==> config.mk <==
export PLATFORM = sky130hd
export DESIGN_NAME = video_encoder_control_regs
export DESIGN_NICKNAME = d
export VERILOG_FILES = /design/src/core/video_ctrl_pkg.sv /design/src/core/gamma_point_mem.sv /design/src/core/video_encoder_control_regs.sv
export SDC_FILE = /design/constraint.sdc
export NUM_CORES = 1
export LEC_CHECK = 0
export BUFFER_PORTS_ARGS = -buffer_cell sky130_fd_sc_hd__buf_2
export CORE_ASPECT_RATIO = 0.7
export CORE_MARGIN = 5
export CORE_UTILIZATION = 55
export CTS_CLUSTER_DIAMETER = 200
export DETAILED_ROUTE_END_ITERATION = 10
export GPL_TIMING_DRIVEN = 0
export PLACE_DENSITY = 0.76
export REMOVE_ABC_BUFFERS = 1
export SETUP_SLACK_MARGIN = 0.02
export SYNTH_ARGS = -nofsm -noshare
export SYNTH_HDL_FRONTEND = slang
export SYNTH_SLANG_ARGS = --single-unit
==> constraint.sdc <==
create_clock -name pclk -period 7.97 [get_ports pclk]
set_input_delay 1.594 -clock pclk [delete_from_list [all_inputs] [get_ports pclk]]
set_output_delay 1.594 -clock pclk [all_outputs]
set_load 0.02 [all_outputs]
==> src/core/video_ctrl_pkg.sv <==
// register map and constants for the video encoder control bank
package video_ctrl_pkg;
    localparam logic [7:0] mode3_addr = 8'h03;
    localparam logic [7:0] timing_addr = 8'h04;
    localparam logic [7:0] format_addr = 8'h05;
    localparam logic [7:0] pat_luma_addr = 8'h06;
    localparam logic [7:0] pat_red_addr = 8'h07;
    localparam logic [7:0] pat_blue_addr = 8'h08;
    localparam logic [7:0] pll_addr = 8'h09;
    localparam logic [7:0] gain_addr = 8'h10;
    localparam logic [7:0] cgms_low_addr = 8'h11;
    localparam logic [7:0] cgms_mid_addr = 8'h12;
    localparam logic [7:0] cgms_high_addr = 8'h13;
    localparam logic [7:0] gamma_base_addr = 8'h14;
    localparam logic [7:0] gamma_last_addr = 8'h21;
    localparam logic [7:0] mode1_addr = 8'h01;
    localparam logic [7:0] mode0_addr = 8'h00;
    localparam int gamma_points = 14;
    localparam int curve_points = 7;
    // bit positions in the dac/interpolation register, then the timing reset bit of the timing register
    localparam int second_dac_bit = 4;
    localparam int third_dac_bit = 5;
    localparam int interp_bit = 6;
    localparam int reserved_bit = 7;
    localparam int timing_reset_bit = 0;
    // bit positions in the format/gamma register; sharp_bit sits in the mode 1 register
    localparam int revision_bit = 0;
    localparam int rgb_bit = 1;
    localparam int sync_color_bit = 2;
    localparam int swap_bit = 3;
    localparam int curve_sel_bit = 4;
    localparam int gamma_en_bit = 5;
    localparam int adapt_mode_bit = 6;
    localparam int adapt_en_bit = 7;
    localparam int sharp_bit = 7;
    localparam int format_422_bit = 1;
    localparam logic [7:0] reg_reset = 8'h00;
    localparam logic [7:0] pll_recommended = 8'h3E;
    // revision code is arbitrary
    localparam logic revision_code = 1'b0;
    localparam logic [1:0] std_eia = 2'h0;
    localparam logic [1:0] std_full = 2'h2;
    localparam int clock_mhz = 125;
    localparam int interp_rate_mhz = 54;
    localparam logic [7:0] fixed_out_0 = 8'h00;
    localparam logic [7:0] fixed_out_16 = 8'h10;
    localparam logic [7:0] fixed_out_240 = 8'hF0;
    localparam logic [7:0] fixed_out_255 = 8'hFF;
endpackage

==> src/core/gamma_point_mem.sv <==
// fourteen-entry gamma point store with registered read
`timescale 1ns/100ps
module gamma_point_mem (
    input wire logic pclk,
    input wire logic presetn,
    input wire logic wr_en,
    input wire logic [3:0] wr_index,
    input wire logic [7:0] wr_data,
    input wire logic [3:0] rd_index,
    output logic [7:0] rd_data,
    input wire logic [3:0] lut_index_lo,
    input wire logic [3:0] lut_index_hi,
    output logic [7:0] lut_lo,
    output logic [7:0] lut_hi
);
    logic [7:0] mem [video_ctrl_pkg::gamma_points];

    always_ff @(posedge pclk or negedge presetn)
    begin
        if (!presetn)
        begin
            for (int i = 0; i < video_ctrl_pkg::gamma_points; i++)
                mem[i] <= video_ctrl_pkg::reg_reset;
        end
        else if (wr_en)
            mem[wr_index] <= wr_data;
    end

    always_ff @(posedge pclk or negedge presetn)
    begin
        if (!presetn)
        begin
            rd_data <= video_ctrl_pkg::reg_reset;
            lut_lo <= video_ctrl_pkg::reg_reset;
            lut_hi <= video_ctrl_pkg::reg_reset;
        end
        else
        begin
            rd_data <= mem[rd_index];
            lut_lo <= mem[lut_index_lo];
            lut_hi <= mem[lut_index_hi];
        end
    end
endmodule

==> src/core/video_encoder_control_regs.sv <==
// register bank and datapath controls of the progressive/hdtv encoder
// Operation
// - second and third dac run only while their enable bits are one
// - interpolation bit doubles converter sample rate through second filter stage
// - timing reset bit toggled high then low clears h and v counters
// - bit zero of format register returns revision code, not writable
// - rgb select treats inputs as unsigned rgb, also in async timing
// - sync on colour outputs only when enabled, standard 00 or 10, not rgb
// - second dac carries Pr, third Pb; swap bit exchanges them, rgb too
// - in 4:2:2 red port unused; shared port drives third dac
// - curve select zero picks first curve, one picks second
// - gamma enable applies selected curve, otherwise stage bypassed
// - adaptive mode select acts only with adaptive and sharpness enabled
// - adaptive filter needs its enable and sharpness enable both set
// - three 8-bit registers set luma, Cr, Cb of the test pattern
// - three cgms registers hold C0-C7, C8-C15 and C16-C19
// - gain low nibble is filter A gain, high nibble filter B gain
// - gamma changes luma only, colour differences pass untouched
// - fourteen gamma registers hold both curves, one curve used at a time
// - seven points spaced 32 from 32 to 224, linear between points
// - points at 0, 16, 240 and 255 are fixed
// - gain values act only while sharpness enable is one
// - second adaptive mode cascades A and B with both gains active
//
// Implementation choice: register access over APB.
`timescale 1ns/100ps
module video_encoder_control_regs (
    input wire logic pclk,
    input wire logic presetn,
    input wire logic psel,
    input wire logic penable,
    input wire logic pwrite,
    input wire logic [31:0] paddr,
    input wire logic [31:0] pwdata,
    input wire logic [3:0] pstrb,
    output logic [31:0] prdata,
    output logic pready,
    output logic pslverr,
    input wire logic [9:0] luma_in,
    input wire logic [9:0] red_diff_pin_port,
    input wire logic [9:0] shared_chroma_pin_port,
    input wire logic input_422,
    input wire logic [1:0] output_standard_select,
    output logic [9:0] luma_out,
    output logic [9:0] second_dac_data,
    output logic [9:0] third_dac_data,
    output logic second_dac_power,
    output logic third_dac_power,
    output logic interpolation_active,
    output logic sync_on_color_active,
    output logic rgb_unsigned_mode,
    output logic [15:0] h_count,
    output logic [15:0] v_count,
    input wire logic [15:0] line_length,
    output logic [9:0] pattern_luma,
    output logic [9:0] pattern_red_diff,
    output logic [9:0] pattern_blue_diff,
    output logic [19:0] copy_mgmt_stream,
    output logic [3:0] gain_a_nibble,
    output logic [3:0] gain_b_nibble,
    output logic sharpness_active,
    output logic adaptive_active,
    output logic adaptive_cascade
);
    logic [7:0] dac_and_interp_control;
    logic [7:0] timing_reset_control;
    logic [7:0] format_and_gamma_control;
    logic [7:0] pattern_color_luma;
    logic [7:0] pattern_color_red_diff;
    logic [7:0] pattern_color_blue_diff;
    logic [7:0] pll_setup_value;
    logic [7:0] sharpness_gain_pair;
    logic [7:0] copy_mgmt_bits_low;
    logic [7:0] copy_mgmt_bits_mid;
    logic [7:0] copy_mgmt_bits_high;
    logic [7:0] filter_mode_control;
    logic [7:0] mode0_control;
    logic timing_reset_prev;
    logic access;
    logic wr;
    logic [7:0] word_addr;
    logic addr_ok;
    logic gamma_hit;
    logic [3:0] gamma_index;
    logic [7:0] gamma_rd;
    logic [7:0] next_rdata;
    logic rd_from_mem;
    logic [3:0] lut_lo_index;
    logic [3:0] lut_hi_index;
    logic [7:0] lut_lo;
    logic [7:0] lut_hi;
    logic [7:0] luma8;
    logic [7:0] seg_lo_val;
    logic [7:0] seg_hi_val;
    logic [4:0] seg_frac;
    logic [8:0] seg_frac_d;
    logic [3:0] seg_sel_d;
    logic [7:0] luma8_d;
    logic [9:0] chroma_b_d;
    logic [9:0] chroma_r_d;
    logic gamma_on_d;
    logic [7:0] next_gamma;
    logic [2:0] seg;

    // byte address in 32-bit words
    assign word_addr = paddr[9:2];
    assign access = psel && penable;
    assign wr = access && pwrite && pstrb[0];
    assign gamma_hit = word_addr >= video_ctrl_pkg::gamma_base_addr
        && word_addr <= video_ctrl_pkg::gamma_last_addr;
    assign gamma_index = 4'(word_addr - video_ctrl_pkg::gamma_base_addr);

    always_comb
    begin
        addr_ok = 1'b1;
        next_rdata = 8'h00;
        unique case (word_addr)
            video_ctrl_pkg::mode0_addr: next_rdata = mode0_control;
            video_ctrl_pkg::mode1_addr: next_rdata = filter_mode_control;
            video_ctrl_pkg::mode3_addr: next_rdata = dac_and_interp_control;
            video_ctrl_pkg::timing_addr: next_rdata = timing_reset_control;
            video_ctrl_pkg::format_addr: next_rdata = {format_and_gamma_control[7:1],
                video_ctrl_pkg::revision_code};
            video_ctrl_pkg::pat_luma_addr: next_rdata = pattern_color_luma;
            video_ctrl_pkg::pat_red_addr: next_rdata = pattern_color_red_diff;
            video_ctrl_pkg::pat_blue_addr: next_rdata = pattern_color_blue_diff;
            video_ctrl_pkg::pll_addr: next_rdata = pll_setup_value;
            video_ctrl_pkg::gain_addr: next_rdata = sharpness_gain_pair;
            video_ctrl_pkg::cgms_low_addr: next_rdata = copy_mgmt_bits_low;
            video_ctrl_pkg::cgms_mid_addr: next_rdata = copy_mgmt_bits_mid;
            video_ctrl_pkg::cgms_high_addr: next_rdata = {4'h0, copy_mgmt_bits_high[3:0]};
            default: addr_ok = gamma_hit;
        endcase
        if (paddr[31:10] != 22'h000000)
            addr_ok = 1'b0;
    end

    // gamma accesses wait a cycle for the registered memory read
    always_ff @(posedge pclk or negedge presetn)
    begin
        if (!presetn)
        begin
            pready <= 1'b0;
            pslverr <= 1'b0;
            prdata <= 32'h00000000;
            rd_from_mem <= 1'b0;
        end
        else
        begin
            pready <= (psel && !penable && !(gamma_hit && addr_ok)) || (access && rd_from_mem);
            pslverr <= psel && !penable && !addr_ok;
            rd_from_mem <= psel && !penable && gamma_hit && addr_ok;
            if (psel && !penable)
                prdata <= addr_ok && !gamma_hit ? {24'h000000, next_rdata} : 32'h00000000;
            else if (access && rd_from_mem)
                prdata <= {24'h000000, gamma_rd};
        end
    end

    always_ff @(posedge pclk or negedge presetn)
    begin
        if (!presetn)
        begin
            dac_and_interp_control <= video_ctrl_pkg::reg_reset;
            timing_reset_control <= video_ctrl_pkg::reg_reset;
            format_and_gamma_control <= video_ctrl_pkg::reg_reset;
            pattern_color_luma <= video_ctrl_pkg::reg_reset;
            pattern_color_red_diff <= video_ctrl_pkg::reg_reset;
            pattern_color_blue_diff <= video_ctrl_pkg::reg_reset;
            pll_setup_value <= video_ctrl_pkg::reg_reset;
            sharpness_gain_pair <= video_ctrl_pkg::reg_reset;
            copy_mgmt_bits_low <= video_ctrl_pkg::reg_reset;
            copy_mgmt_bits_mid <= video_ctrl_pkg::reg_reset;
            copy_mgmt_bits_high <= video_ctrl_pkg::reg_reset;
            filter_mode_control <= video_ctrl_pkg::reg_reset;
            mode0_control <= video_ctrl_pkg::reg_reset;
        end
        else if (wr && pready && !pslverr)
        begin
            unique case (word_addr)
                video_ctrl_pkg::mode0_addr: mode0_control <= pwdata[7:0];
                video_ctrl_pkg::mode1_addr: filter_mode_control <= pwdata[7:0];
                video_ctrl_pkg::mode3_addr: dac_and_interp_control <= pwdata[7:0];
                video_ctrl_pkg::timing_addr: timing_reset_control <= pwdata[7:0];
                video_ctrl_pkg::format_addr: format_and_gamma_control <= pwdata[7:0];
                video_ctrl_pkg::pat_luma_addr: pattern_color_luma <= pwdata[7:0];
                video_ctrl_pkg::pat_red_addr: pattern_color_red_diff <= pwdata[7:0];
                video_ctrl_pkg::pat_blue_addr: pattern_color_blue_diff <= pwdata[7:0];
                video_ctrl_pkg::pll_addr: pll_setup_value <= pwdata[7:0];
                video_ctrl_pkg::gain_addr: sharpness_gain_pair <= pwdata[7:0];
                video_ctrl_pkg::cgms_low_addr: copy_mgmt_bits_low <= pwdata[7:0];
                video_ctrl_pkg::cgms_mid_addr: copy_mgmt_bits_mid <= pwdata[7:0];
                video_ctrl_pkg::cgms_high_addr: copy_mgmt_bits_high <= pwdata[7:0];
                default: ;
            endcase
        end
    end

    gamma_point_mem points (
        .pclk(pclk),
        .presetn(presetn),
        .wr_en(wr && pready && !pslverr && gamma_hit),
        .wr_index(gamma_index),
        .wr_data(pwdata[7:0]),
        .rd_index(gamma_index),
        .rd_data(gamma_rd),
        .lut_index_lo(lut_lo_index),
        .lut_index_hi(lut_hi_index),
        .lut_lo(lut_lo),
        .lut_hi(lut_hi)
    );

    // timing counters; cleared on the falling edge of the reset bit
    always_ff @(posedge pclk or negedge presetn)
    begin
        if (!presetn)
        begin
            timing_reset_prev <= 1'b0;
            h_count <= 16'h0000;
            v_count <= 16'h0000;
        end
        else
        begin
            timing_reset_prev <= timing_reset_control[video_ctrl_pkg::timing_reset_bit];
            if (timing_reset_prev && !timing_reset_control[video_ctrl_pkg::timing_reset_bit])
            begin
                h_count <= 16'h0000;
                v_count <= 16'h0000;
            end
            else if (h_count + 16'h0001 >= line_length)
            begin
                h_count <= 16'h0000;
                v_count <= v_count + 16'h0001;
            end
            else
                h_count <= h_count + 16'h0001;
        end
    end

    // gamma segment lookup: curve A entries 0..6, curve B entries 7..13
    assign luma8 = luma_in[9:2];
    always_comb
    begin
        seg = luma8[7:5];
        lut_lo_index = 4'h0;
        lut_hi_index = 4'h0;
        if (seg != 3'h0)
            lut_lo_index = 4'(seg - 3'h1);
        if (seg != 3'h7)
            lut_hi_index = 4'(seg);
        if (format_and_gamma_control[video_ctrl_pkg::curve_sel_bit])
        begin
            lut_lo_index = lut_lo_index + 4'(video_ctrl_pkg::curve_points);
            lut_hi_index = lut_hi_index + 4'(video_ctrl_pkg::curve_points);
        end
    end

    // stage one registers the segment while memory returns its two ends
    always_ff @(posedge pclk or negedge presetn)
    begin
        if (!presetn)
        begin
            luma8_d <= 8'h00;
            seg_sel_d <= 4'h0;
            seg_frac_d <= 9'h000;
            chroma_b_d <= 10'h000;
            chroma_r_d <= 10'h000;
            gamma_on_d <= 1'b0;
        end
        else
        begin
            luma8_d <= luma8;
            seg_sel_d <= {1'b0, luma8[7:5]};
            seg_frac_d <= {4'h0, luma8[4:0]};
            chroma_b_d <= shared_chroma_pin_port;
            chroma_r_d <= red_diff_pin_port;
            gamma_on_d <= format_and_gamma_control[video_ctrl_pkg::gamma_en_bit];
        end
    end

    // fixed ends: 0 maps 16..32 region from 16, top segment ends at 240 then 255
    always_comb
    begin
        seg_lo_val = seg_sel_d == 4'h0 ? video_ctrl_pkg::fixed_out_16 : lut_lo;
        seg_hi_val = seg_sel_d == 4'h7 ? video_ctrl_pkg::fixed_out_240 : lut_hi;
        seg_frac = seg_frac_d[4:0];
        next_gamma = 8'((({8'h00, seg_lo_val} * 16'(6'h20 - {1'b0, seg_frac}))
            + ({8'h00, seg_hi_val} * 16'(seg_frac))) >> 5);
        if (luma8_d < video_ctrl_pkg::fixed_out_16)
            next_gamma = luma8_d == 8'h00 ? video_ctrl_pkg::fixed_out_0
                : video_ctrl_pkg::fixed_out_16;
        else if (luma8_d >= video_ctrl_pkg::fixed_out_240)
            next_gamma = luma8_d == 8'hFF ? video_ctrl_pkg::fixed_out_255
                : video_ctrl_pkg::fixed_out_240;
    end

    // outputs: luma only through gamma, chroma delayed to stay aligned
    always_ff @(posedge pclk or negedge presetn)
    begin
        if (!presetn)
        begin
            luma_out <= 10'h000;
            second_dac_data <= 10'h000;
            third_dac_data <= 10'h000;
        end
        else
        begin
            luma_out <= gamma_on_d ? {next_gamma, 2'h0} : {luma8_d, 2'h0};
            if (input_422)
            begin
                second_dac_data <= 10'h000;
                third_dac_data <= chroma_b_d;
            end
            else if (format_and_gamma_control[video_ctrl_pkg::swap_bit])
            begin
                second_dac_data <= chroma_b_d;
                third_dac_data <= chroma_r_d;
            end
            else
            begin
                second_dac_data <= chroma_r_d;
                third_dac_data <= chroma_b_d;
            end
        end
    end

    // control outputs registered from the bank
    always_ff @(posedge pclk or negedge presetn)
    begin
        if (!presetn)
        begin
            second_dac_power <= 1'b0;
            third_dac_power <= 1'b0;
            interpolation_active <= 1'b0;
            sync_on_color_active <= 1'b0;
            rgb_unsigned_mode <= 1'b0;
            pattern_luma <= 10'h000;
            pattern_red_diff <= 10'h000;
            pattern_blue_diff <= 10'h000;
            copy_mgmt_stream <= 20'h00000;
            gain_a_nibble <= 4'h0;
            gain_b_nibble <= 4'h0;
            sharpness_active <= 1'b0;
            adaptive_active <= 1'b0;
            adaptive_cascade <= 1'b0;
        end
        else
        begin
            second_dac_power <= dac_and_interp_control[video_ctrl_pkg::second_dac_bit];
            third_dac_power <= dac_and_interp_control[video_ctrl_pkg::third_dac_bit];
            // enables 2x converter rate (interp_rate_mhz) in the analog stage
            interpolation_active <= dac_and_interp_control[video_ctrl_pkg::interp_bit];
            rgb_unsigned_mode <= format_and_gamma_control[video_ctrl_pkg::rgb_bit];
            sync_on_color_active <= format_and_gamma_control[video_ctrl_pkg::sync_color_bit]
                && !format_and_gamma_control[video_ctrl_pkg::rgb_bit]
                && (output_standard_select == video_ctrl_pkg::std_eia
                || output_standard_select == video_ctrl_pkg::std_full);
            pattern_luma <= {pattern_color_luma, 2'h0};
            pattern_red_diff <= {pattern_color_red_diff, 2'h0};
            pattern_blue_diff <= {pattern_color_blue_diff, 2'h0};
            copy_mgmt_stream <= {copy_mgmt_bits_high[3:0], copy_mgmt_bits_mid,
                copy_mgmt_bits_low};
            sharpness_active <= filter_mode_control[video_ctrl_pkg::sharp_bit];
            gain_a_nibble <= filter_mode_control[video_ctrl_pkg::sharp_bit]
                ? sharpness_gain_pair[3:0] : 4'h0;
            gain_b_nibble <= filter_mode_control[video_ctrl_pkg::sharp_bit]
                ? sharpness_gain_pair[7:4] : 4'h0;
            adaptive_active <= filter_mode_control[video_ctrl_pkg::sharp_bit]
                && format_and_gamma_control[video_ctrl_pkg::adapt_en_bit];
            adaptive_cascade <= filter_mode_control[video_ctrl_pkg::sharp_bit]
                && format_and_gamma_control[video_ctrl_pkg::adapt_en_bit]
                && format_and_gamma_control[video_ctrl_pkg::adapt_mode_bit];
        end
    end
endmodule

==> impl_metrics.yaml <==
critical_path:
  critPathMaxStageDelay_ns: 0.75
  arrival_ns: 7.28
  crit_top_cell: "fa_1"
  cp_data_required_time_ns: 8.41
  critPathKind: "flip-flop to flip-flop"
  critical_path_cell_count: 20
  critPathTopFamily: "adder cells"
  end_kind: "flip-flop"
  rr_worst_depth: 20
  worstPathBufferInverterCount: 4
  critical_path.cell_chain: "inv_1 > ha_1 > nand2_1 > xor2_1 > nand2_1 > fa_1 > inv_1 > fa_1 > fa_1 > inv_1 > fa_1 > fa_1 > inv_1 > ha_1 > o21a_1 > nor2_1 > o31ai_1 > a31oi_1 > nor2b_1 > o31ai_1"
  critical_path.max_fanout: 14
  crit_path_top_delay_cell: "o31ai_1"
  start_kind: "flip-flop"
clocking:
  clk_pin_slew_ns: 0.07
  postCtsSetupBuffers: 0
  ctsHoldBuffers: 0
  tritoncts: "built"
  clockBufferDepth: 3
  cts_made_buffers: 40
  ctsResizeCount: 0
  cts.sinks: 396
  h-tree-depth: 2
  clkLatencyLatePin_ns: 0.55
  clk_root_buffer_cell: "clkbuf_16"
synthesis:
  yosys-top-cells-count: "396 x dfrtp_1, 181 x nand2_1, 178 x mux2_2, 114 x inv_1, 82 x a21oi_1"
  netlist.area_leader.share: 0.448
  synth_edf_count: 0
  syn_area_mm2: 0.0221
  synth.most_common_cell: "dfrtp_1"
  syn_inst: 1872
  synth.avg_cell_area_um2: 11.8
  synth.area.top_cells: "dfrtp_1 45%, mux2_2 9.1%, mux4_2 5.6%, fa_1 5.3%, ha_1 3.9%"
  yosys_warnings: 0
  synth_cell_type_count: 83
  async_flop_share: 1.00
  yosysSeqAreaShare: 0.448
  yosysTopAreaCell: "dfrtp_1"
  synth_ff_type: "dfrtp_1"
  ys_seq_elements: 396
sta:
  hold_slack_ns: 0.394
  hold_viol: 0
  skew_ns: 0.0178
  setup_violations: 0
  timing.final.crit_share: 0.859
  max_freq_mhz: 146
  min_period_ns: 6.85
  slew_headroom: 0.174
  rsz0062_at_grt: "no"
  timing.final.max_slew_violations: 0
  worst_pin_slew_ns: 1.24
  setup_slack_ns: 1.12
final_layout:
  n_fill_cell: 2996
  syn_to_final_growth_pct: 12.7
  fin_nets: 2298
  final_cell_area_mm2: 0.0249
  final_cells: 2613
  layout-drive-gt1-share: 0.295
grt:
  grt_pass1_vias: 16200
  gr-usage-all-layers: 0.266
  antenna_found_initial: 2
  overflow: 0
  grt_pass1_wl_um: 93400
  grt_max_degree: 114
min_path:
  hold_path.class: "flip-flop to flip-flop"
  holdPathStages: 0
floorplan:
  die_y_um: 178
  ios: 284
  row_count: 61
  start_util: 0.557
  die_area_mm2: 0.0444
  die_w_um: 250
  fp.coreArea_mm2: 0.0397
routing:
  drtIter0Drc: 1719
  drt_pass1_iterations: 6
  drc: 0
  viasPerCell: 6.12
  wl_per_cell_um: 23.1
  num_vias: 16000
  detail-route-antenna-nets: 0
  routed_wl_um: 60300
power_and_ir_drop:
  p_per_area_mw_per_mm2: 180
  peakVddDrop_uv: 161
  p_leak_nw: 12.4
placed_design:
  dpl.cell_count: 2541
  dp_slack_ns: 1.22
  portBuffers: 219
  gp_congestion: 0.960
  post_dp_cell_area_mm2: 0.0236
  post-dp-hpwl_um: 43300
run_status:
  status: "completed"
flow_run:
  maxCapViolations: 0
kinds of logic (layout without fill, tap and decap cells):
kind of cell | after synthesis | count (layout) | share of synthesized area
AND/OR/NAND/NOR | 488 | 488 | 0.116
flip-flops | 396 | 396 | 0.448
multiplexers | 326 | 326 | 0.204
AO/OA/AOI/OAI | 253 | 253 | 0.0753
buffers and inverters | 247 | 419 | 0.0505
adder cells (fa/ha/maj) | 128 | 128 | 0.0924
XOR/XNOR | 33 | 33 | 0.0131
other | 1 | 35 | 0.000170
path summary, 6_finish.rpt:
path	slack, ns	end	startpoint
worst min register to register	0.39	copy_mgmt_stream[16]	copy_mgmt_bits_high[0]
min in group asynchronous	1.06	h_count[2]	presetn
max in group asynchronous	5.42	points.mem[110]	presetn
worst min-delay path	0.39	copy_mgmt_stream[16]	copy_mgmt_bits_high[0]
worst max register to register	1.12	luma_out[7]	luma8_d[0]
worst max-delay path	1.12	luma_out[7]	luma8_d[0]
metal layers:
metal | part of all wire | GRT usage | up-vias
li1 | - | - | 6953
met1 | 0.42 | 0.381 | 8058
met4 | 0.025 | 0.0663 | 2
met2 | 0.44 | 0.396 | 843
met5 | 0.00012 | 0 | -
met3 | 0.11 | 0.0910 | 138
report_power, final:
group	switching [mW]	total [mW]	internal [mW]
combinational	0.356	0.524	0.168
clock	0.796	1.88	1.09
sequential	0.0427	2.09	2.05
through the flow:
step / utilization / total power [mW] / setup TNS, ns
2_1_floorplan: - / 2.41 / 0
3_3_place_gp: 0.588 / 2.62 / -869.69
3_5_place_dp: 0.596 / 2.65 / 0
4_1_cts: 0.628 / 4.52 / 0
5_1_grt: 0.628 / 4.66 / 0
6_report: 0.628 / 4.50 / 0
final cells by class:
type | instances | area [um^2] | share of cell area
timing repair buffer | 234 | 1370 | 0.0547
multi-input combinational | 1260 | 11300 | 0.451
inverter | 116 | 435 | 0.0175
tap | 535 | 669 | 0.0268
clock buffer | 59 | 1170 | 0.0470
sequential | 396 | 9910 | 0.397
clock inverter | 10 | 123 | 0.00492
antenna | 3 | 7.51 | 0.000301
layout by cell type, fill, tap and decap left out, types with 12 or more instances in the layout:
cell,n
mux2_2,178
a221oi_1,12
clkbuf_16,40
nand4_1,16
nor2b_1,28
o21ai_0,48
mux2_4,56
nand2b_1,14
and2_1,25
xnor2_1,19
nand3_1,44
conb_1,32
fa_1,59
ha_1,69
and3_1,43
inv_1,114
dfrtp_1,396
nand2_1,181
a21oi_1,82
mux4_2,55
nor2_1,70
mux2i_1,33
buf_2,216
flip-flops by register name (all words and copies together), names as in the netlist, 10 cells and up:
signal	count
third_dac_data	10
points.mem	112
copy_mgmt_stream	20
chroma_r_d	10
h_count	16
chroma_b_d	10
second_dac_data	10
v_count	16
Power figures use the tool's default switching activity.
